### config.mk
export PLATFORM = sky130hd
export DESIGN_NAME = hrs_top
export DESIGN_NICKNAME = d
export VERILOG_FILES = /design/src/hdl/hrs_pkg.sv /design/src/hdl/hrs_top.sv
export SDC_FILE = /design/constraint.sdc
export NUM_CORES = 1
export LEC_CHECK = 0
export BUFFER_PORTS_ARGS = -buffer_cell sky130_fd_sc_hd__buf_2
export CORE_MARGIN = 5
export CORE_UTILIZATION = 40
export CTS_CLUSTER_DIAMETER = 120
export CTS_CLUSTER_SIZE = 30
export DETAILED_ROUTE_END_ITERATION = 10
export HOLD_SLACK_MARGIN = 0.06
export PLACE_DENSITY = 0.65
export SYNTH_ARGS = -nofsm -noshare
export SYNTH_HDL_FRONTEND = slang
export SYNTH_SLANG_ARGS = --single-unit
### constraint.sdc
create_clock -name REF_CLK -period 5.9 [get_ports REF_CLK]
set_clock_uncertainty 0.05 [all_clocks]
set_input_delay 1.77 -clock REF_CLK [delete_from_list [all_inputs] [get_ports REF_CLK]]
set_output_delay 1.77 -clock REF_CLK [all_outputs]
set_load 0.05 [all_outputs]
### src/hdl/hrs_pkg.sv
package hrs_pkg;
  // word and field sizes
  localparam int CNT_W = 18;
  localparam int FLAG_W = 7;
  localparam int CMD_W = 16;
  localparam int ASYNC_W = 10;
  // higher register indices (registers 10-17 octal map to 0-7)
  localparam logic [2:0] REG_FETCH = 3'h0;
  localparam logic [2:0] REG_TABLE = 3'h1;
  localparam logic [2:0] REG_ORDER = 3'h2;
  localparam logic [2:0] REG_FLAGS = 3'h4;
  localparam logic [2:0] REG_MEMADDR = 3'h5;
  // bus and instruction bit positions, bit 0 is the most significant
  localparam int FLAG_LO = 18;
  localparam int FETCH_COND_BIT = 26;
  localparam int TABLE_COND_BIT = 27;
  localparam int TOUCH_BIT = 28;
  localparam int AUX_BIT = 29;
  localparam int STOP_BIT = 33;
  localparam int COND_INV_BIT = 13;
  // flag word slots
  localparam int FW_TOUCH = 4;
  localparam int FW_AUX = 5;
  localparam int FW_STOP = 6;
  // test selects
  localparam logic [3:0] TS_FETCH = 4'h8;
  localparam logic [3:0] TS_TABLE = 4'h9;
  localparam logic [3:0] TS_TOUCH = 4'hA;
  localparam logic [3:0] TS_AUX = 4'hB;
  localparam logic [3:0] TS_STOP = 4'hF;
  // asynchronous input slots
  localparam int AI_HOST = 0;
  localparam int AI_SETSTOP = 1;
  localparam int AI_CLRSTOP = 2;
  localparam int AI_STEP = 3;
  localparam int AI_CLIPCLK = 4;
  localparam int AI_SETTOUCH = 5;
  localparam int AI_SETAUX = 6;
  localparam int AI_CLRAUX = 7;
  localparam int AI_CLRTOUCH = 8;
  localparam int AI_BADSLAVE = 9;
  // reset values
  localparam logic [0:17] CNT_RST = 18'h00000;
  localparam logic [0:6] FLAG_RST = 7'h00;
  localparam logic [0:15] CMD_RST = 16'h0000;
  localparam logic [0:35] BUS_IDLE = 36'hFFFFFFFFF;
endpackage

### src/hdl/hrs_top.sv
`timescale 1ns/10ps
// Contract
// - both counters hold 18 bits, true form
// - each counter loads on its load strobe
// - counters increment by one in binary
// - fetch counts with enable and repeat mode
// - counters drive bus on active-low read
// - fetch sign falling clears repeat mode
// - table sign falling sets stop flip-flop
// - negative-not-minus-one feeds tests 10, 11
// - j-condition group op counts both once
// - status read shows conditions bits 26, 27
// - order word loads and reads on strobes
// - command strobe copies upper 16 bits out
// - flag word loads bits 18-21,28,29,33
// - clipper sets touch/aux; host clears touch
// - flags always visible, readable onto bus
// - instruction bits 14-17 select test condition
// - two latches remember host stop requests
// - interrupt line ORs four stop causes
// - stop requests synchronised to clock
// - one-of-8 decode gives read, load strobes
// - loads need write or conditional write with bit 13 clear
// - register 15 read also on memaddr path
// - instruction bit 13 inverts condition sense
module hrs_top
  import hrs_pkg::*;
(
  input wire logic REF_CLK, // processor clock
  input wire logic SYS_RST, // sync reset, high
  input wire logic [0:35] REGISTER_INPUT_BUS, // internal input bus
  input wire logic [0:17] INSTRUCTION_LATCH, // instruction bits
  input wire logic [2:0] HIGH_REG_ADDR, // higher register select
  input wire logic READ_REQ, // read of addressed register
  input wire logic WRITE_REQ, // unconditional write
  input wire logic CONDITIONAL_STORE_REQ, // write if bit 13 clear
  input wire logic MEMADDR_TO_REGISTER_PATH, // read memaddr as 15
  input wire logic FETCH_COUNT_ENABLE, // count fetch counter
  input wire logic TABLE_COUNT_ENABLE, // count table counter
  input wire logic REPEAT_MODE_ACTIVE, // repeat mode flag
  input wire logic J_CONDITION_MODE, // j-conditions mode
  input wire logic CONDITION_GROUP_ACTIVE, // group 2 condition_group_active
  input wire logic COMMAND_LATCH_STROBE, // copy order to lines
  input wire logic MEM_TO_MEM, // memory-to-memory transfer
  input wire logic HALT_ON_TOUCH, // stop on touch enable
  input wire logic HOST_CONTROL_STROBE, // host, async
  input wire logic HOST_SET_STOP, // host, async
  input wire logic HOST_CLEAR_STOP, // host, async
  input wire logic HOST_STEP, // host, async
  input wire logic CLIPPER_CLOCK_PULSE, // clipper, async, low
  input wire logic CLIPPER_SET_TOUCH, // clipper, async
  input wire logic CLIPPER_SET_AUX, // clipper, async
  input wire logic CLIPPER_CLEAR_AUX, // clipper, async
  input wire logic CLEAR_TOUCH_REQUEST, // host, async
  input wire logic BAD_SLAVE_SELECT, // clipper fault, async
  input wire logic [0:35] SHARED_READ_BUS_I, // wire level
  output logic [0:35] SHARED_READ_BUS_O, // own wired-and value
  output logic [0:35] SHARED_READ_BUS_OE, // pull low where set
  output logic INTERRUPT_OR_LINE_O, // always low when driven
  output logic INTERRUPT_OR_LINE_OE, // pull interrupt low
  output logic [0:7] READ_STROBES_N, // per-register read, low
  output logic [0:7] LOAD_STROBES, // per-register load
  output logic CONDITION_TEST_LINE, // selected test condition
  output logic COND_OK, // test result after inversion
  output logic [0:6] FLAG_STATUS_WORD, // flag word outputs
  output logic [0:15] EXTERNAL_ORDER_LINES, // command latch
  output logic REPEAT_CLEAR, // pulse: leave repeat mode
  output logic PROC_STOP, // synchronised stop
  output logic HOST_STOP_SET, // stop latch state
  output logic HOST_STEP_SET // step latch state
);

  logic [0:17] fetch_ff, nxt_fetch;
  logic [0:17] table_ff, nxt_table;
  logic [0:17] order_ff;
  logic [0:15] cmd_ff;
  logic [0:6] flag_ff, nxt_flag;
  logic fetch_sign_ff, table_sign_ff;
  logic rpt_clr_ff, stop_ff, io_stop_ff, step_ff, clip_prev_ff;
  logic [ASYNC_W-1:0] async_in;
  logic [ASYNC_W-1:0] s1_ff, s2_ff, s3_ff, flt_ff;
  logic [0:7] sel;
  logic load_ok, fetch_neg, table_neg, clip_edge, intr_any;
  logic fetch_cnt, table_cnt;
  logic [0:35] bus_val;

  // the far ends run on their own clocks
  assign async_in = {BAD_SLAVE_SELECT, CLEAR_TOUCH_REQUEST,
    CLIPPER_CLEAR_AUX, CLIPPER_SET_AUX, CLIPPER_SET_TOUCH,
    CLIPPER_CLOCK_PULSE, HOST_STEP, HOST_CLEAR_STOP,
    HOST_SET_STOP, HOST_CONTROL_STROBE};

  // three-stage sync; a change counts once stages two and three agree
  genvar gi;
  generate
    for (gi = 0; gi < ASYNC_W; gi++) begin : g_sync
      always_ff @(posedge REF_CLK) begin
        if (SYS_RST) begin
          s1_ff[gi] <= 1'b0;
          s2_ff[gi] <= 1'b0;
          s3_ff[gi] <= 1'b0;
          flt_ff[gi] <= 1'b0;
        end else begin
          s1_ff[gi] <= async_in[gi];
          s2_ff[gi] <= s1_ff[gi];
          s3_ff[gi] <= s2_ff[gi];
          if (s2_ff[gi] == s3_ff[gi]) begin
            flt_ff[gi] <= s3_ff[gi];
          end
        end
      end
    end
  endgenerate

  // address decode into strobes
  assign load_ok = WRITE_REQ | (CONDITIONAL_STORE_REQ &
    ~INSTRUCTION_LATCH[COND_INV_BIT]);
  generate
    for (gi = 0; gi < 8; gi++) begin : g_dec
      assign sel[gi] = (HIGH_REG_ADDR == 3'(gi));
      assign LOAD_STROBES[gi] = sel[gi] & load_ok;
      if (gi == REG_MEMADDR) begin : g_ma
        assign READ_STROBES_N[gi] = ~((READ_REQ & sel[gi]) |
          MEMADDR_TO_REGISTER_PATH);
      end else begin : g_rd
        assign READ_STROBES_N[gi] = ~(READ_REQ & sel[gi]);
      end
    end
  endgenerate

  // count enables; a group 2 j-condition step counts both once
  assign fetch_cnt = (FETCH_COUNT_ENABLE & REPEAT_MODE_ACTIVE) |
    (CONDITION_GROUP_ACTIVE & J_CONDITION_MODE);
  assign table_cnt = TABLE_COUNT_ENABLE |
    (CONDITION_GROUP_ACTIVE & J_CONDITION_MODE);

  // load wins over count in the same cycle
  always_comb begin
    nxt_fetch = fetch_ff;
    if (LOAD_STROBES[REG_FETCH]) begin
      nxt_fetch = REGISTER_INPUT_BUS[18:35];
    end else if (fetch_cnt) begin
      nxt_fetch = fetch_ff + 18'h00001;
    end
  end

  always_comb begin
    nxt_table = table_ff;
    if (LOAD_STROBES[REG_TABLE]) begin
      nxt_table = REGISTER_INPUT_BUS[18:35];
    end else if (table_cnt) begin
      nxt_table = table_ff + 18'h00001;
    end
  end

  // counters and their sign history
  always_ff @(posedge REF_CLK) begin
    if (SYS_RST) begin
      fetch_ff <= CNT_RST;
      table_ff <= CNT_RST;
      fetch_sign_ff <= 1'b0;
      table_sign_ff <= 1'b0;
    end else begin
      fetch_ff <= nxt_fetch;
      table_ff <= nxt_table;
      fetch_sign_ff <= fetch_ff[0];
      table_sign_ff <= table_ff[0];
    end
  end

  // repeat mode ends when the fetch count turns non-negative
  always_ff @(posedge REF_CLK) begin
    if (SYS_RST) begin
      rpt_clr_ff <= 1'b0;
    end else begin
      rpt_clr_ff <= fetch_sign_ff & ~fetch_ff[0];
    end
  end
  assign REPEAT_CLEAR = rpt_clr_ff;

  // negative but not minus one
  assign fetch_neg = fetch_ff[0] & ~(&fetch_ff);
  assign table_neg = table_ff[0] & ~(&table_ff);

  // order word and the command latch; latch takes the old word
  always_ff @(posedge REF_CLK) begin
    if (SYS_RST) begin
      order_ff <= CNT_RST;
      cmd_ff <= CMD_RST;
    end else begin
      if (LOAD_STROBES[REG_ORDER]) begin
        order_ff <= REGISTER_INPUT_BUS[18:35];
      end
      if (COMMAND_LATCH_STROBE) begin
        cmd_ff <= order_ff[0:15];
      end
    end
  end
  assign EXTERNAL_ORDER_LINES = cmd_ff;

  // acts on the clipper clock's fall; prev resets to the low idle level
  always_ff @(posedge REF_CLK) begin
    if (SYS_RST) begin
      clip_prev_ff <= 1'b0;
    end else begin
      clip_prev_ff <= flt_ff[AI_CLIPCLK];
    end
  end
  assign clip_edge = clip_prev_ff & ~flt_ff[AI_CLIPCLK];

  // flag word: sets from the clipper win over loads and clears
  always_comb begin
    nxt_flag = flag_ff;
    if (LOAD_STROBES[REG_FLAGS]) begin
      nxt_flag = {REGISTER_INPUT_BUS[FLAG_LO:FLAG_LO+3],
        REGISTER_INPUT_BUS[TOUCH_BIT], REGISTER_INPUT_BUS[AUX_BIT],
        REGISTER_INPUT_BUS[STOP_BIT]};
    end
    if (flt_ff[AI_CLRTOUCH] & flt_ff[AI_HOST]) begin
      nxt_flag[FW_TOUCH] = 1'b0;
    end
    if (clip_edge & flt_ff[AI_CLRAUX]) begin
      nxt_flag[FW_AUX] = 1'b0;
    end
    if (clip_edge & flt_ff[AI_SETTOUCH]) begin
      nxt_flag[FW_TOUCH] = 1'b1;
    end
    if (clip_edge & flt_ff[AI_SETAUX]) begin
      nxt_flag[FW_AUX] = 1'b1;
    end
  end

  always_ff @(posedge REF_CLK) begin
    if (SYS_RST) begin
      flag_ff <= FLAG_RST;
    end else begin
      flag_ff <= nxt_flag;
    end
  end
  assign FLAG_STATUS_WORD = flag_ff;

  // test selection; unused codes report false
  always_comb begin
    CONDITION_TEST_LINE = 1'b0;
    unique case (INSTRUCTION_LATCH[14:17])
      4'h0, 4'h1, 4'h2, 4'h3:
        CONDITION_TEST_LINE = flag_ff[INSTRUCTION_LATCH[16:17]];
      TS_FETCH: CONDITION_TEST_LINE = fetch_neg;
      TS_TABLE: CONDITION_TEST_LINE = table_neg;
      TS_TOUCH: CONDITION_TEST_LINE = flag_ff[FW_TOUCH];
      TS_AUX: CONDITION_TEST_LINE = flag_ff[FW_AUX];
      TS_STOP: CONDITION_TEST_LINE = flag_ff[FW_STOP];
      default: CONDITION_TEST_LINE = 1'b0;
    endcase
  end
  assign COND_OK = CONDITION_TEST_LINE ^
    INSTRUCTION_LATCH[COND_INV_BIT];

  // shared bus: each reader ands in its word, the flag read sets bits 26-29, 33 outright; idle rests high
  always_comb begin
    bus_val = BUS_IDLE;
    if (!READ_STROBES_N[REG_FETCH]) begin
      bus_val[18:35] = bus_val[18:35] & fetch_ff;
    end
    if (!READ_STROBES_N[REG_TABLE]) begin
      bus_val[18:35] = bus_val[18:35] & table_ff;
    end
    if (!READ_STROBES_N[REG_ORDER]) begin
      bus_val[18:35] = bus_val[18:35] & order_ff;
    end
    if (!READ_STROBES_N[REG_FLAGS]) begin
      bus_val[FLAG_LO:FLAG_LO+3] = bus_val[FLAG_LO:FLAG_LO+3] &
        flag_ff[0:3];
      bus_val[TOUCH_BIT] = flag_ff[FW_TOUCH];
      bus_val[AUX_BIT] = flag_ff[FW_AUX];
      bus_val[STOP_BIT] = flag_ff[FW_STOP];
      bus_val[FETCH_COND_BIT] = fetch_neg;
      bus_val[TABLE_COND_BIT] = table_neg;
    end
  end
  assign SHARED_READ_BUS_O = bus_val;
  assign SHARED_READ_BUS_OE = ~bus_val; // open collector pulls zeros

  // interrupt causes; table term uses the sign after it clears
  assign intr_any = flt_ff[AI_BADSLAVE] |
    (MEM_TO_MEM & ~table_ff[0]) |
    (flag_ff[FW_TOUCH] & HALT_ON_TOUCH) | flag_ff[FW_STOP];
  assign INTERRUPT_OR_LINE_O = 1'b0;
  assign INTERRUPT_OR_LINE_OE = intr_any;

  // host stop latches; a set in the clear cycle is kept
  always_ff @(posedge REF_CLK) begin
    if (SYS_RST) begin
      io_stop_ff <= 1'b0;
      step_ff <= 1'b0;
    end else begin
      if (flt_ff[AI_SETSTOP]) begin
        io_stop_ff <= 1'b1;
      end else if (flt_ff[AI_CLRSTOP]) begin
        io_stop_ff <= 1'b0;
      end
      if (flt_ff[AI_STEP]) begin
        step_ff <= 1'b1;
      end else if (flt_ff[AI_CLRSTOP]) begin
        step_ff <= 1'b0;
      end
    end
  end
  assign HOST_STOP_SET = io_stop_ff;
  assign HOST_STEP_SET = step_ff;

  // stop is taken only at a clock edge so the halt is clean
  always_ff @(posedge REF_CLK) begin
    if (SYS_RST) begin
      stop_ff <= 1'b0;
    end else if (io_stop_ff | step_ff | intr_any) begin
      stop_ff <= 1'b1;
    end else if (table_sign_ff & ~table_ff[0]) begin
      stop_ff <= 1'b1;
    end else if (flt_ff[AI_CLRSTOP]) begin
      stop_ff <= 1'b0;
    end
  end
  assign PROC_STOP = stop_ff;

  property p_load_fetch;
    @(posedge REF_CLK) disable iff (SYS_RST)
      LOAD_STROBES[REG_FETCH] |=> fetch_ff == $past(REGISTER_INPUT_BUS[18:35]);
  endproperty
  a_load_fetch: assert property (p_load_fetch)
    else $error("fetch counter did not load");

  property p_count_table;
    @(posedge REF_CLK) disable iff (SYS_RST)
      (TABLE_COUNT_ENABLE & ~LOAD_STROBES[REG_TABLE])
        |=> table_ff == 18'($past(table_ff) + 18'h00001);
  endproperty
  a_count_table: assert property (p_count_table)
    else $error("table counter did not step by one");

  property p_fetch_hold;
    @(posedge REF_CLK) disable iff (SYS_RST)
      (~REPEAT_MODE_ACTIVE & ~CONDITION_GROUP_ACTIVE &
        ~LOAD_STROBES[REG_FETCH]) |=> $stable(fetch_ff);
  endproperty
  a_fetch_hold: assert property (p_fetch_hold)
    else $error("fetch counter moved outside repeat mode");

  property p_rpt_clr;
    @(posedge REF_CLK) disable iff (SYS_RST)
      $fell(fetch_ff[0]) |=> REPEAT_CLEAR;
  endproperty
  a_rpt_clr: assert property (p_rpt_clr)
    else $error("repeat clear missing after sign drop");

  property p_stop_set;
    @(posedge REF_CLK) disable iff (SYS_RST)
      $fell(table_ff[0]) |=> ##1 PROC_STOP;
  endproperty
  a_stop_set: assert property (p_stop_set)
    else $error("stop not set after table sign drop");

  property p_cmd;
    @(posedge REF_CLK) disable iff (SYS_RST)
      COMMAND_LATCH_STROBE |=> EXTERNAL_ORDER_LINES == $past(order_ff[0:15]);
  endproperty
  a_cmd: assert property (p_cmd)
    else $error("command latch wrong");

  property p_load_gate;
    @(posedge REF_CLK) disable iff (SYS_RST)
      (~WRITE_REQ & (~CONDITIONAL_STORE_REQ |
        INSTRUCTION_LATCH[COND_INV_BIT])) |-> LOAD_STROBES == 8'h00;
  endproperty
  a_load_gate: assert property (p_load_gate)
    else $error("load strobe without write request");

  property p_idle_bus;
    @(posedge REF_CLK) disable iff (SYS_RST)
      (&READ_STROBES_N) |-> SHARED_READ_BUS_O == BUS_IDLE;
  endproperty
  a_idle_bus: assert property (p_idle_bus)
    else $error("idle bus not all ones");

  property p_unused_test;
    @(posedge REF_CLK) disable iff (SYS_RST)
      (INSTRUCTION_LATCH[14:17] inside {4'h4, 4'h5, 4'h6, 4'h7,
        4'hC, 4'hD, 4'hE}) |-> ~CONDITION_TEST_LINE;
  endproperty
  a_unused_test: assert property (p_unused_test)
    else $error("unused test select reported true");

  property p_stat_read;
    @(posedge REF_CLK) disable iff (SYS_RST)
      ~READ_STROBES_N[REG_FLAGS] |-> SHARED_READ_BUS_O[26:27] ==
        {fetch_neg, table_neg};
  endproperty
  a_stat_read: assert property (p_stat_read)
    else $error("status read lost counter conditions");

endmodule // hrs_top

* Word-level counts from Yosys, hierarchy flattened
Cells that the tools add are included.
Widths: inputs -> output; s select.
** Storage, ports and cells
- Input bits :: 117
- Word-level logic and storage cells :: 177
- Output and inout bits :: 119
- Flip-flop bits (word level) :: 124
** Operators by class
- Magnitude comparators :: 1
- Add/subtract/negate cells :: 2
- Muxes and demuxes :: 24
- Reduce and logical (&&, ||, !) cells :: 12
- Eq/ne operators :: 25
- Bitwise gates (word level) :: 59
** Operator list (number)
- $mux 18 :: 7
- $add 18x1->18 const B :: 2
- $and 18x18->18 :: 2
- $not 36->36 :: 1
- $reduce_and 18->1 :: 2
- $and 1x1->1 :: 30
- $eq 4x4->1 const B :: 5
- $not 1->1 :: 14
- $eq 3x3->1 const B :: 4
- $mux 1 :: 12
- $eq 1x1->1 :: 10
- $or 1x1->1 :: 9
- $reduce_bool 3->1 :: 3
- $eq 4x2->1 const B :: 2
- $mux 4 :: 2
- $reduce_bool 2->1 :: 4
- $eq 3x2->1 const B :: 2
- $pmux 1 s6 :: 1
- $and 4x4->4 :: 1
- $eq 4x1->1 const B :: 1
- $ge 3x4->1 const B :: 1
- $logic_not 4->1 :: 1
- $reduce_or 4->1 :: 1
- $bmux 1 s3 :: 1
- other kinds (5) :: 5

* Longest topological paths before layout
Gate-level depths: netlist of the first run.
- Word-level depth :: 10
- Depth in mapped cells :: 8
- Mapped depth without buffers :: 6

* Worst setup path after synthesis of the first run
Ideal clock, no wire load.
- Path kind :: input -> output
- Start :: input port READ_REQ
- End :: output port SHARED_READ_BUS_OE[22] (netlist name)
- Cell stages on the path :: 6
- Setup slack :: -0.527 ns
- Data arrival time :: 4.607 ns
- Path through :: nor2b_1 > nand2_1 > clkbuf_1 > nor2_1 > nor3_1 > inv_1
** Between the ends
- Longest elaborated chain between the ends :: 7
** Ends and longest elaborated chain
- start: declaration :: RTL line hrs_top.sv:34 : input wire logic READ_REQ,
- $and 1x1->1 :: RTL line hrs_top.sv:126 : assign READ_STROBES_N[gi] = ~(READ_REQ & sel[gi]);
- $mux 18 :: RTL line hrs_top.sv:262 : if (!READ_STROBES_N[REG_FETCH]) begin
- $and 18x18->18 :: RTL line hrs_top.sv:266 : bus_val[18:35] = bus_val[18:35] & table_ff;
- $mux 18 :: RTL line hrs_top.sv:265 : if (!READ_STROBES_N[REG_TABLE]) begin
- $and 18x18->18 :: RTL line hrs_top.sv:269 : bus_val[18:35] = bus_val[18:35] & order_ff;
- $mux 18 * :: RTL line hrs_top.sv:268 : if (!READ_STROBES_N[REG_ORDER]) begin
- net SHARED_READ_BUS_O (one bit) :: RTL line hrs_top.sv:57 : output logic [0:35] SHARED_READ_BUS_O,
- $not 36->36 * :: RTL line hrs_top.sv:282 : assign SHARED_READ_BUS_OE = ~bus_val;
- end: declaration :: RTL line hrs_top.sv:58 : output logic [0:35] SHARED_READ_BUS_OE,
Mark *: on every way through the listed nets, which the timed path passes. The rest lies on a longest branch.

* Worst setup path in the final report of the first run
- Start :: input port HIGH_REG_ADDR[0]
- End :: output port SHARED_READ_BUS_OE[27] (netlist name)
** Between the ends
- Longest elaborated chain between the ends :: 9
** Ends and longest elaborated chain
- start: declaration :: RTL line hrs_top.sv:33 : input wire logic [2:0] HIGH_REG_ADDR,
- $logic_not 3->1 :: RTL line hrs_top.sv:120 : assign sel[gi] = (HIGH_REG_ADDR == 3'(gi));
- $and 1x1->1 :: RTL line hrs_top.sv:126
- $mux 18 :: RTL line hrs_top.sv:262
- $and 18x18->18 :: RTL line hrs_top.sv:266
- $mux 18 :: RTL line hrs_top.sv:265
- $and 18x18->18 :: RTL line hrs_top.sv:269
- $mux 18 :: RTL line hrs_top.sv:268
- $mux 4 * :: RTL line hrs_top.sv:271 : if (!READ_STROBES_N[REG_FLAGS]) begin
- $not 36->36 * :: RTL line hrs_top.sv:282
Mark *: on every way between the ends. The rest lies on a longest branch, timed or not.

==> results of run 1 <==
## synthesized netlist by cell type (all sizes together) (2+ instances only)
library cell	instances	share of area
o41a	3	0.0059
buf	50	0.058
and3	4	0.0043
a21o	2	0.0026
nor3	18	0.017
conb	2	0.0013
nor2	116	0.075
nor2b	39	0.042
mux2	2	0.0039
nor3b	2	0.0026
nor4	2	0.0048
a31oi	2	0.0022
nand4	10	0.016
a211oi	35	0.048
inv	24	0.016
o22ai	11	0.012
xnor2	15	0.023
nand3	20	0.017
or2	7	0.0076
dfxtp	124	0.43
clkbuf	20	0.013
a21oi	33	0.029
o21ai	15	0.013
nand2b	3	0.0033
mux2i	25	0.043
xor2	20	0.030
or3	3	0.0033
a22oi	3	0.0048
nand2	71	0.046
ha	2	0.0043
## where the power goes
group          switching (mW)  internal [mW]
Clock                   0.349          0.773
Sequential             0.0270          0.867
Combinational           0.245         0.0794
Total                   0.621           1.72
## metal layers
layer,track usage,vias to the layer above
li1,-,2510
met1,0.236,2314
met2,0.268,148
met3,0.0508,10
met4,0.0495,0
met5,0,-
## critical path, stage by stage
cell     delay [ns]
buf_2          0.15
nor2b_1        0.25
nand2_1        0.37
o22ai_1        0.23
nor3_1         0.11
a31oi_1        0.24
buf_2          0.31
## path summary, 6_finish.rpt
kind	startpoint	end	slack (ns)	depth (start not counted)
worst max-delay path	HIGH_REG_ADDR[0]	SHARED_READ_BUS_OE[27]	0.63	7
worst min-delay path	s1_ff[5]	s2_ff[5]	0.38	1
worst max register to register	fetch_ff[17]	fetch_ff[3]	3.94	6
worst min register to register	s1_ff[5]	s2_ff[5]	0.38	1
## kinds of logic (layout without fill, tap and decap cells)
| logic type | count (synthesis) | in the layout |
|---|---|---|
| and+or+nand+nor | 298 | 298 |
| DFF | 124 | 124 |
| AOI/OAI and AO/OA | 111 | 111 |
| buffers and inverters | 94 | 194 |
| xor gates and xnor gates | 35 | 35 |
| muxes | 27 | 27 |
| adders and majority gates | 2 | 2 |
| other | 2 | 37 |
## layout make-up
cell class | instances | area [sq um] | share of cell area
clock inverters | 8 | 165 | 0.0232
well taps | 180 | 225 | 0.0316
clock buffers | 21 | 470 | 0.0660
repair buffers | 141 | 733 | 0.103
multi-input cells | 510 | 2960 | 0.416
inverters | 24 | 90.1 | 0.0126
flip-flops and latches | 124 | 2480 | 0.348
## registers in the layout (all words and copies together), names as in the netlist
signal                count
EXTERNAL_ORDER_LINES     16
FLAG_STATUS_WORD          7
s1_ff                    10
fetch_sign_ff             1
flt_ff                   10
REPEAT_CLEAR              1
clip_prev_ff              1
s3_ff                    10
PROC_STOP                 1
fetch_ff                 18
order_ff                 18
table_sign_ff             1
table_ff                 18
HOST_STEP_SET             1
HOST_STOP_SET             1
s2_ff                    10
==> impl_metrics.py, run 1 <==
metrics = {
    "setup_path": {
        "worst_ep_arrival_time_ns": 3.45,
        "path_max_fanout": 12,
        "endpoint_kind": "output port",
        "critical_path_class": "input port to output port",
        "startpoint_type": "input port",
        "required_ns": 4.08,
    },
    "timing": {
        "drv_slew": 0,
        "worst_slew_pin_slew_ns": 0.956,
        "worst_slack_ns": 0.635,
        "setup_viol": 0,
        "rsz0062_at_grt": "no",
        "fmax_mhz": 190,
        "hold_viol_final": 0,
        "min_period_ns": 5.27,
        "tns_ns": 0,
        "slew_headroom": 0.363,
        "hold_ws_ns": 0.380,
        "period_share": 0.892,
    },
    "flow_run": {
        "max_cap_violations": 0,
    },
    "floorplanning": {
        "die_h_um": 130,
        "io-pin-count": 236,
        "start_util": 0.412,
        "die_x_um": 130,
        "die_area_sq_um": 16900,
        "rows": 43,
        "coreArea_sq_um": 14000,
    },
    "finish": {
        "final_cells": 1008,
        "final_cell_mix": "buf_2, dfxtp_1, nor2_1",
        "drive_gt1_frac": 0.244,
        "nets": 937,
        "final_util": 0.510,
        "area_delta_synth_final_pct": 23.6,
        "nFillCells": 1394,
        "final_area_sq_um": 7130,
        "diodes": 0,
        "final_common_cell": "buf_2",
    },
    "clocking": {
        "ctsHoldBuffers": 0,
        "cts_buffers": 17,
        "clk_path_buf_depth": 2,
        "cts_tree": "yes",
        "clkSinkCount": 124,
        "postCtsSetupBuffers": 0,
        "htreeDepth": 4,
        "insertion_delay_ns": 0.41,
        "cts-root-buf": "clkbuf_16",
        "cts_resized": 0,
        "cts.clk_slew.worst_paths_ns": 0.05,
    },
    "route": {
        "ant_nets": 0,
        "drc_errors": 0,
        "top_layer": "met4",
        "wl_met1_mm": 6.87,
        "drt-initial-drc-count": 316,
        "vias": 4982,
        "met3WireLength_mm": 1.03,
        "routedWlPerCell_um": 15.0,
        "avgViaCountPerCell": 4.94,
        "drtPass1Iterations": 5,
        "wirelength_mm": 15.1,
        "wl_met2_mm": 6.99,
    },
    "placed_design": {
        "port_buffers": 131,
        "dpl.cell_count": 979,
        "gp_congestion": 0.857,
        "dp_hpwl_mm": 11.1,
        "pre_cts_slack_ns": 0.645,
        "dpl_cell_area_sq_um": 6490,
    },
    "global_route": {
        "antenna_found_initial": 0,
        "grt_max_degree": 93,
        "grt_pass1_vias": 4311,
        "grt_pass1_wl_mm": 22.9,
        "gr-total-overflow": 0,
        "grt_usage": 0.173,
    },
    "synthesis": {
        "yosys.area_share.simple": 0.245,
        "yosys_warnings": 0,
        "syn-cell-area_sq_um": 5770,
        "syn_area_per_cell_sq_um": 8.33,
        "synth_adder_area_share": 0.00434,
        "synth_xor_area_frac": 0.0531,
        "synth_flop_cell": "dfxtp_1",
        "seq_area_frac_synth": 0.430,
        "synthMuxAreaShare": 0.0473,
        "synth_compound_area_frac": 0.132,
        "synthCells": 693,
        "synth_seq_cells": 124,
        "synth_top_family_by_area": "simple AND/OR/NAND/NOR gates",
        "async_flop_share": 0,
        "ys_types": 51,
        "synth_edf_count": 0,
    },
    "power": {
        "power_density_nw_per_um2": 328,
        "leakagePower_nw": 3.15,
        "totalPowerFinal_mw": 2.34,
        "ir_drop_mv": 0.234,
    },
    "run_status": {
        "status": "finished, final reports clean",
    },
    "hold_path": {
        "hold_path_class": "flop to flop",
    },
}
Power figures use the tool's default switching activity.
==> run 2: changes to the inputs <==
ABC_AREA = 1   (was default)
PLACE_DENSITY = 0.64   (was 0.65)
==> impl_metrics.py, run 2 <==
metrics = {
    "setup_path": {
        "slowest_delay_ns": 0.33,
        "worst_ep_arrival_time_ns": 3.42,
        "r2r-start": "fetch_ff[17]",
        "startpoint_type": "input port",
        "cp_common_cell": "nor2_1",
        "required_ns": 4.08,
        "r2r_slack_ns": 4.02,
        "rr_endpoint": "fetch_ff[5]",
        "cpMaxStageDelayCell": "o22ai_1",
        "worst-r2r-cell-count": 10,
        "endpoint_kind": "output port",
        "critPathLaunch": "HIGH_REG_ADDR[0]",
        "critical_path_class": "input port to output port",
        "path_max_fanout": 18,
        "crit_end": "SHARED_READ_BUS_OE[21]",
        "worstPathCellList": "buf_2, nor2_1, nand2_1, nor2_1, inv_2, o22ai_1, nor2_1, o21ai_0, buf_2",
    },
    "finish": {
        "nets": 1194,
        "final_cell_mix": "nor2_1, nand2_1, buf_2",
        "drive_gt1_frac": 0.187,
        "diodes": 0,
        "final_common_cell": "nor2_1",
        "final_area_sq_um": 7660,
        "reg.largest.list": "fetch_ff (18), order_ff (18), table_ff (18)",
        "final_cells": 1304,
        "area_delta_synth_final_pct": 19.6,
    },
    "synthesis": {
        "synth_area_leaders": "dfxtp_1, nor2_1, nand2_1",
        "seq_area_frac_synth": 0.388,
        "synthCells": 955,
        "netlist_top_cells_count": "nor2_1, nand2_1, dfxtp_1, inv_1, o21ai_0",
        "ys_types": 43,
        "yosys.area.top_type": "dfxtp_1",
        "synth_most_common_cell": "nor2_1",
        "syn-cell-area_sq_um": 6400,
        "yosys.area.top_type_share": 0.388,
        "async_flop_share": 0,
        "synth_flop_cell": "dfxtp_1",
        "yosys_warnings": 0,
        "synth_edf_count": 0,
        "synth_seq_cells": 124,
        "syn_area_per_cell_sq_um": 6.70,
    },
    "placed_design": {
        "dpl.cell_count": 1272,
        "dpl_cell_area_sq_um": 7040,
        "dp_hpwl_mm": 14.6,
        "gp_congestion": 0.925,
        "port_buffers": 131,
    },
    "global_route": {
        "gr-total-overflow": 0,
        "grt-busiest-layer": "met2",
        "grt_pass1_vias": 5926,
        "grt_util_met1": 0.276,
        "grtUsageMet2": 0.350,
        "grt_pass1_wl_mm": 30.9,
        "grt_util_met3": 0.0511,
        "grt_max_degree": 58,
        "antenna_found_initial": 1,
        "grt_usage": 0.215,
    },
    "route": {
        "drtPass1Iterations": 6,
        "vias": 6443,
        "routedWlPerCell_um": 15.3,
        "ant_nets": 0,
        "drt-initial-drc-count": 497,
        "wirelength_mm": 19.9,
        "drc_errors": 0,
        "avgViaCountPerCell": 4.94,
    },
    "timing": {
        "tns_ns": 0,
        "rsz0062_at_grt": "no",
        "drv_slew": 0,
        "min_period_ns": 5.24,
        "hold_viol_final": 0,
        "fmax_mhz": 191,
        "setup_viol": 0,
        "slew_headroom": 0.557,
        "hold_ws_ns": 0.350,
        "period_share": 0.888,
        "worst_slew_pin_slew_ns": 0.665,
    },
    "power": {
        "pwr-share-seq": 0.380,
        "ir_drop_mv": 0.202,
        "p_clk_frac": 0.454,
        "p_switching_uw": 738,
        "switching_share": 0.310,
        "power_density_nw_per_um2": 311,
        "leakagePower_nw": 3.57,
        "p_int_mw": 1.64,
        "power_frac_comb": 0.166,
        "totalPowerFinal_mw": 2.38,
    },
    "floorplanning": {
        "die_x_um": 137,
        "die_h_um": 137,
        "coreArea_sq_um": 15800,
        "die_area_sq_um": 18600,
        "io-pin-count": 236,
        "start_util": 0.406,
        "rows": 46,
    },
    "flow_run": {
        "max_cap_violations": 0,
    },
    "clocking": {
        "cts-root-buf": "clkbuf_16",
        "ctsHoldBuffers": 0,
        "cts.clk_slew.worst_paths_ns": 0.06,
        "clk_path_buf_depth": 2,
        "insertion_delay_ns": 0.42,
        "cts_tree": "yes",
        "cts_buffers": 17,
        "postCtsSetupBuffers": 0,
        "cts_resized": 0,
        "clkSinkCount": 124,
        "htreeDepth": 4,
    },
    "run_status": {
        "status": "finished, final reports clean",
    },
    "hold_path": {
        "hold_path_class": "flop to flop",
    },
}
==> run 2: how the worst min path moves through the flow <==
| stage | cells after the start | start | to | slack [ns] |
|---|---|---|---|---|
| after floorplan | 2 | s1_ff[0] | s2_ff[0] | 0.34 |
| after global placement | 2 | s1_ff[9] | s2_ff[9] | 0.34 |
| after detailed placement | 2 | s1_ff[5] | s2_ff[5] | 0.34 |
| after CTS | 2 | s1_ff[5] | s2_ff[5] | 0.35 |
| after global routing | 2 | s1_ff[4] | s2_ff[4] | 0.37 |
| final | 2 | s1_ff[9] | s2_ff[9] | 0.35 |
==> run 2: area by class of cell <==
class                      instances  area (sq um)
clock buffer                      19           453
clock inverter                    13           165
fill                            1687          8110
inverter                         124           467
multi-input combinational        671          3120
sequential                       124          2480
tap                              216           270
timing repair buffer             137           701
==> run 2: kinds of logic (layout without fill, tap and decap cells) <==
| kind of cell | Yosys count | in the layout | share of synthesized area |
|---|---|---|---|
| AND/OR/NAND/NOR | 458 | 458 | 0.309 |
| buffers and inverters | 195 | 293 | 0.146 |
| AO/OA/AOI/OAI | 174 | 174 | 0.153 |
| flip-flops | 124 | 124 | 0.388 |
| adder cells (fa/ha/maj) | 2 | 2 | 0.00391 |
| other | 2 | 37 | 0.00117 |
==> run 2: critical path, delay by kind of cell <==
| kind | cells | cell delay, ns |
|---|---|---|
| buffers and inverters | 3 | 0.66 |
| and+or+nand+nor | 4 | 0.54 |
| AOI/OAI and AO/OA | 2 | 0.43 |
==> run 2: routing by layer <==
metal | vias to the layer above | routed length (um)
met2 | 258 | 9250
met1 | 2896 | 8620
met3 | 39 | 1520
met5 | - | 12
li1 | 3248 | -
met4 | 2 | 542
==> run 2: per-stage QoR <==
stage | util | setup slack [ns]
finish | 0.485 | 0.662
global route | 0.485 | 0.535
CTS | 0.485 | 0.660
detailed placement | 0.446 | 0.670
global placement | 0.446 | 0.688
floorplan | - | -0.00740
==> run 2: power by group through the flow <==
stage	sequential [mW]	clock [mW]	combinational, mW
after floorplan	0.943	0	0.288
after global placement	0.922	0	0.391
after detailed placement	0.923	0	0.393
after CTS	0.905	1.10	0.395
after global routing	0.910	1.14	0.423
final	0.906	1.08	0.395
==> run 3: changes to the inputs <==
--- a/config.mk
+++ b/config.mk
@@ -11,2 +11,3 @@
 export CORE_UTILIZATION = 40
+export CTS_BUF_LIST = sky130_fd_sc_hd__clkbuf_8
 export CTS_CLUSTER_DIAMETER = 120
@@ -15,3 +16,3 @@
 export HOLD_SLACK_MARGIN = 0.06
-export PLACE_DENSITY = 0.64
+export PLACE_DENSITY = 0.67
 export SYNTH_ARGS = -nofsm -noshare
--- a/constraint.sdc
+++ b/constraint.sdc
@@ -4,2 +4,2 @@
 set_output_delay 1.77 -clock REF_CLK [all_outputs]
-set_load 0.05 [all_outputs]
+set_load 0.02 [all_outputs]
==> impl_metrics.py, run 3 (same netlist as run 2, synthesis figures left out) <==
metrics = {
    "finish": {
        "final_cells": 1302,
        "multiInputGateArea_sq_um": 3120,
        "reg.largest.list": "fetch_ff (18), order_ff (18), table_ff (18)",
        "diodes": 0,
        "nFillCells": 1662,
        "final_common_cell": "nor2_1",
        "drive_gt1_frac": 0.185,
        "area_delta_synth_final_pct": 17.0,
        "nets": 1193,
        "final_cell_mix": "nor2_1, nand2_1, buf_2",
        "seqCellArea_sq_um": 2480,
    },
    "power": {
        "p_switching_uw": 580,
        "p_int_mw": 1.47,
        "ir_drop_mv": 0.140,
        "power_frac_comb": 0.139,
        "p_clk_frac": 0.420,
        "power_density_nw_per_um2": 274,
        "pwr-share-seq": 0.441,
        "leakagePower_nw": 3.50,
        "switching_share": 0.283,
    },
    "clocking": {
        "htreeDepth": 4,
        "clkSinkCount": 124,
        "cts.clk_slew.worst_paths_ns": 0.07,
        "postCtsSetupBuffers": 0,
        "cts_tree": "yes",
        "cts_buffers": 17,
        "ctsHoldBuffers": 0,
        "cts_resized": 0,
        "insertion_delay_ns": 0.46,
        "clk_path_buf_depth": 2,
        "cts-root-buf": "clkbuf_8",
    },
    "setup_path": {
        "startpoint_type": "input port",
        "worst-path-stages": 10,
        "cp_common_cell": "nor2_1",
        "cpMaxStageDelayCell": "o22ai_1",
        "worst_ep_arrival_time_ns": 3.28,
        "worst-r2r-cell-count": 6,
        "worstPathCellList": "buf_2, nor2_1, nand2_1, nor2_1, inv_2, o22ai_1, nor2_1, o21ai_0, inv_1, buf_2",
        "critPathLaunch": "HIGH_REG_ADDR[0]",
        "slowest_delay_ns": 0.27,
        "path_max_fanout": 18,
        "crit_buf_inv": 4,
        "rr_endpoint": "table_ff[1]",
        "r2r-start": "table_ff[17]",
        "r2r_slack_ns": 4.03,
        "path_delay_family": "buffers and inverters",
        "required_ns": 4.08,
        "critical_path_class": "input port to output port",
        "endpoint_kind": "output port",
        "crit_end": "SHARED_READ_BUS_O[19]",
    },
    "global_route": {
        "grt_pass1_vias": 5582,
        "grt_pass1_wl_mm": 29.1,
        "grt_max_degree": 66,
        "grt_usage": 0.203,
        "antenna_found_initial": 0,
        "gr-total-overflow": 0,
    },
    "placed_design": {
        "gp_congestion": 0.929,
        "port_buffers": 131,
        "dp_hpwl_mm": 14.2,
        "dpl.cell_count": 1271,
    },
    "timing": {
        "tns_ns": 0,
        "fmax_mhz": 196,
        "slew_headroom": 0.573,
        "hold_ws_ns": 0.351,
        "hold_viol_final": 0,
        "period_share": 0.864,
        "worst_slew_pin_slew_ns": 0.640,
        "rsz0062_at_grt": "no",
        "drv_slew": 0,
        "min_period_ns": 5.10,
        "setup_viol": 0,
    },
    "route": {
        "routedWlPerCell_um": 14.8,
        "vias": 6444,
        "ant_nets": 0,
        "avgViaCountPerCell": 4.95,
        "wirelength_mm": 19.3,
        "drc_errors": 0,
        "drt-initial-drc-count": 488,
        "drtPass1Iterations": 5,
    },
    "hold_path": {
        "hold_depth": 2,
        "hold_path_class": "flop to flop",
    },
    "floorplanning": {
        "die_area_sq_um": 18600,
        "io-pin-count": 236,
        "die_h_um": 137,
        "coreArea_sq_um": 15800,
        "start_util": 0.406,
        "rows": 46,
        "die_x_um": 137,
    },
    "run_status": {
        "status": "finished, final reports clean",
    },
    "flow_run": {
        "max_cap_violations": 0,
    },
}
==> run 3: cell count changes in the layout (fill, tap and decap cells not counted) <==
cell	previous run	this run
clkinvlp_4	4	2
bufinv_16	3	4
clkinv_2	3	2
clkbuf_16	17	0
buf_4	6	5
clkbuf_8	2	22
clkinv_4	3	1
==> run 3: metrics by stage <==
step           instance area (sq um)  utilization  setup slack, ns  total power [mW]
2_1_floorplan                   6530            -             1.01              1.12
3_3_place_gp                    7030        0.446            0.822              1.20
3_5_place_dp                    7030        0.446            0.793              1.21
4_1_cts                         7490        0.475            0.790              2.07
5_1_grt                         7490        0.475            0.587              2.14
6_report                        7490        0.475            0.800              2.05
==> run 3: tightest hold or removal path, delay by kind of cell (launching register included) <==
kind | cells | cell delay (ns)
buffers and inverters | 1 | 0.04
and+or+nand+nor | 1 | 0.03
DFF | 1 | 0.30
==> run 3: layout make-up <==
cell class | instances | area share
sequential | 124 | 0.331
multi-input combinational | 671 | 0.416
inverter | 124 | 0.0623
tap | 216 | 0.0361
timing repair buffer | 136 | 0.0925
clock inverter | 9 | 0.0210
clock buffer | 22 | 0.0404
==> run 3: power by group through the flow <==
stage / clock network [mW] / logic, mW / registers [mW]
6_report: 0.862 / 0.285 / 0.904
5_1_grt: 0.917 / 0.314 / 0.908
4_1_cts: 0.879 / 0.285 / 0.903
3_5_place_dp: 0 / 0.284 / 0.922
3_3_place_gp: 0 / 0.282 / 0.922
2_1_floorplan: 0 / 0.200 / 0.923
==> run 3: layer usage <==
metal  up-vias  global-route usage  routed length, um
met5         -                   0                  0
li1       3245                   -                  -
met3        35              0.0489               1560
met2       248               0.320               8960
met4         0              0.0879                541
met1      2916               0.265               8240
==> run 3: worst min path at each step <==
stage               startpoint  endpoint
finish                s1_ff[7]  s2_ff[7]
global placement      s1_ff[1]  s2_ff[1]
floorplan             s1_ff[0]  s2_ff[0]
global route          s1_ff[2]  s2_ff[2]
CTS                   s1_ff[7]  s2_ff[7]
detailed placement    s1_ff[7]  s2_ff[7]
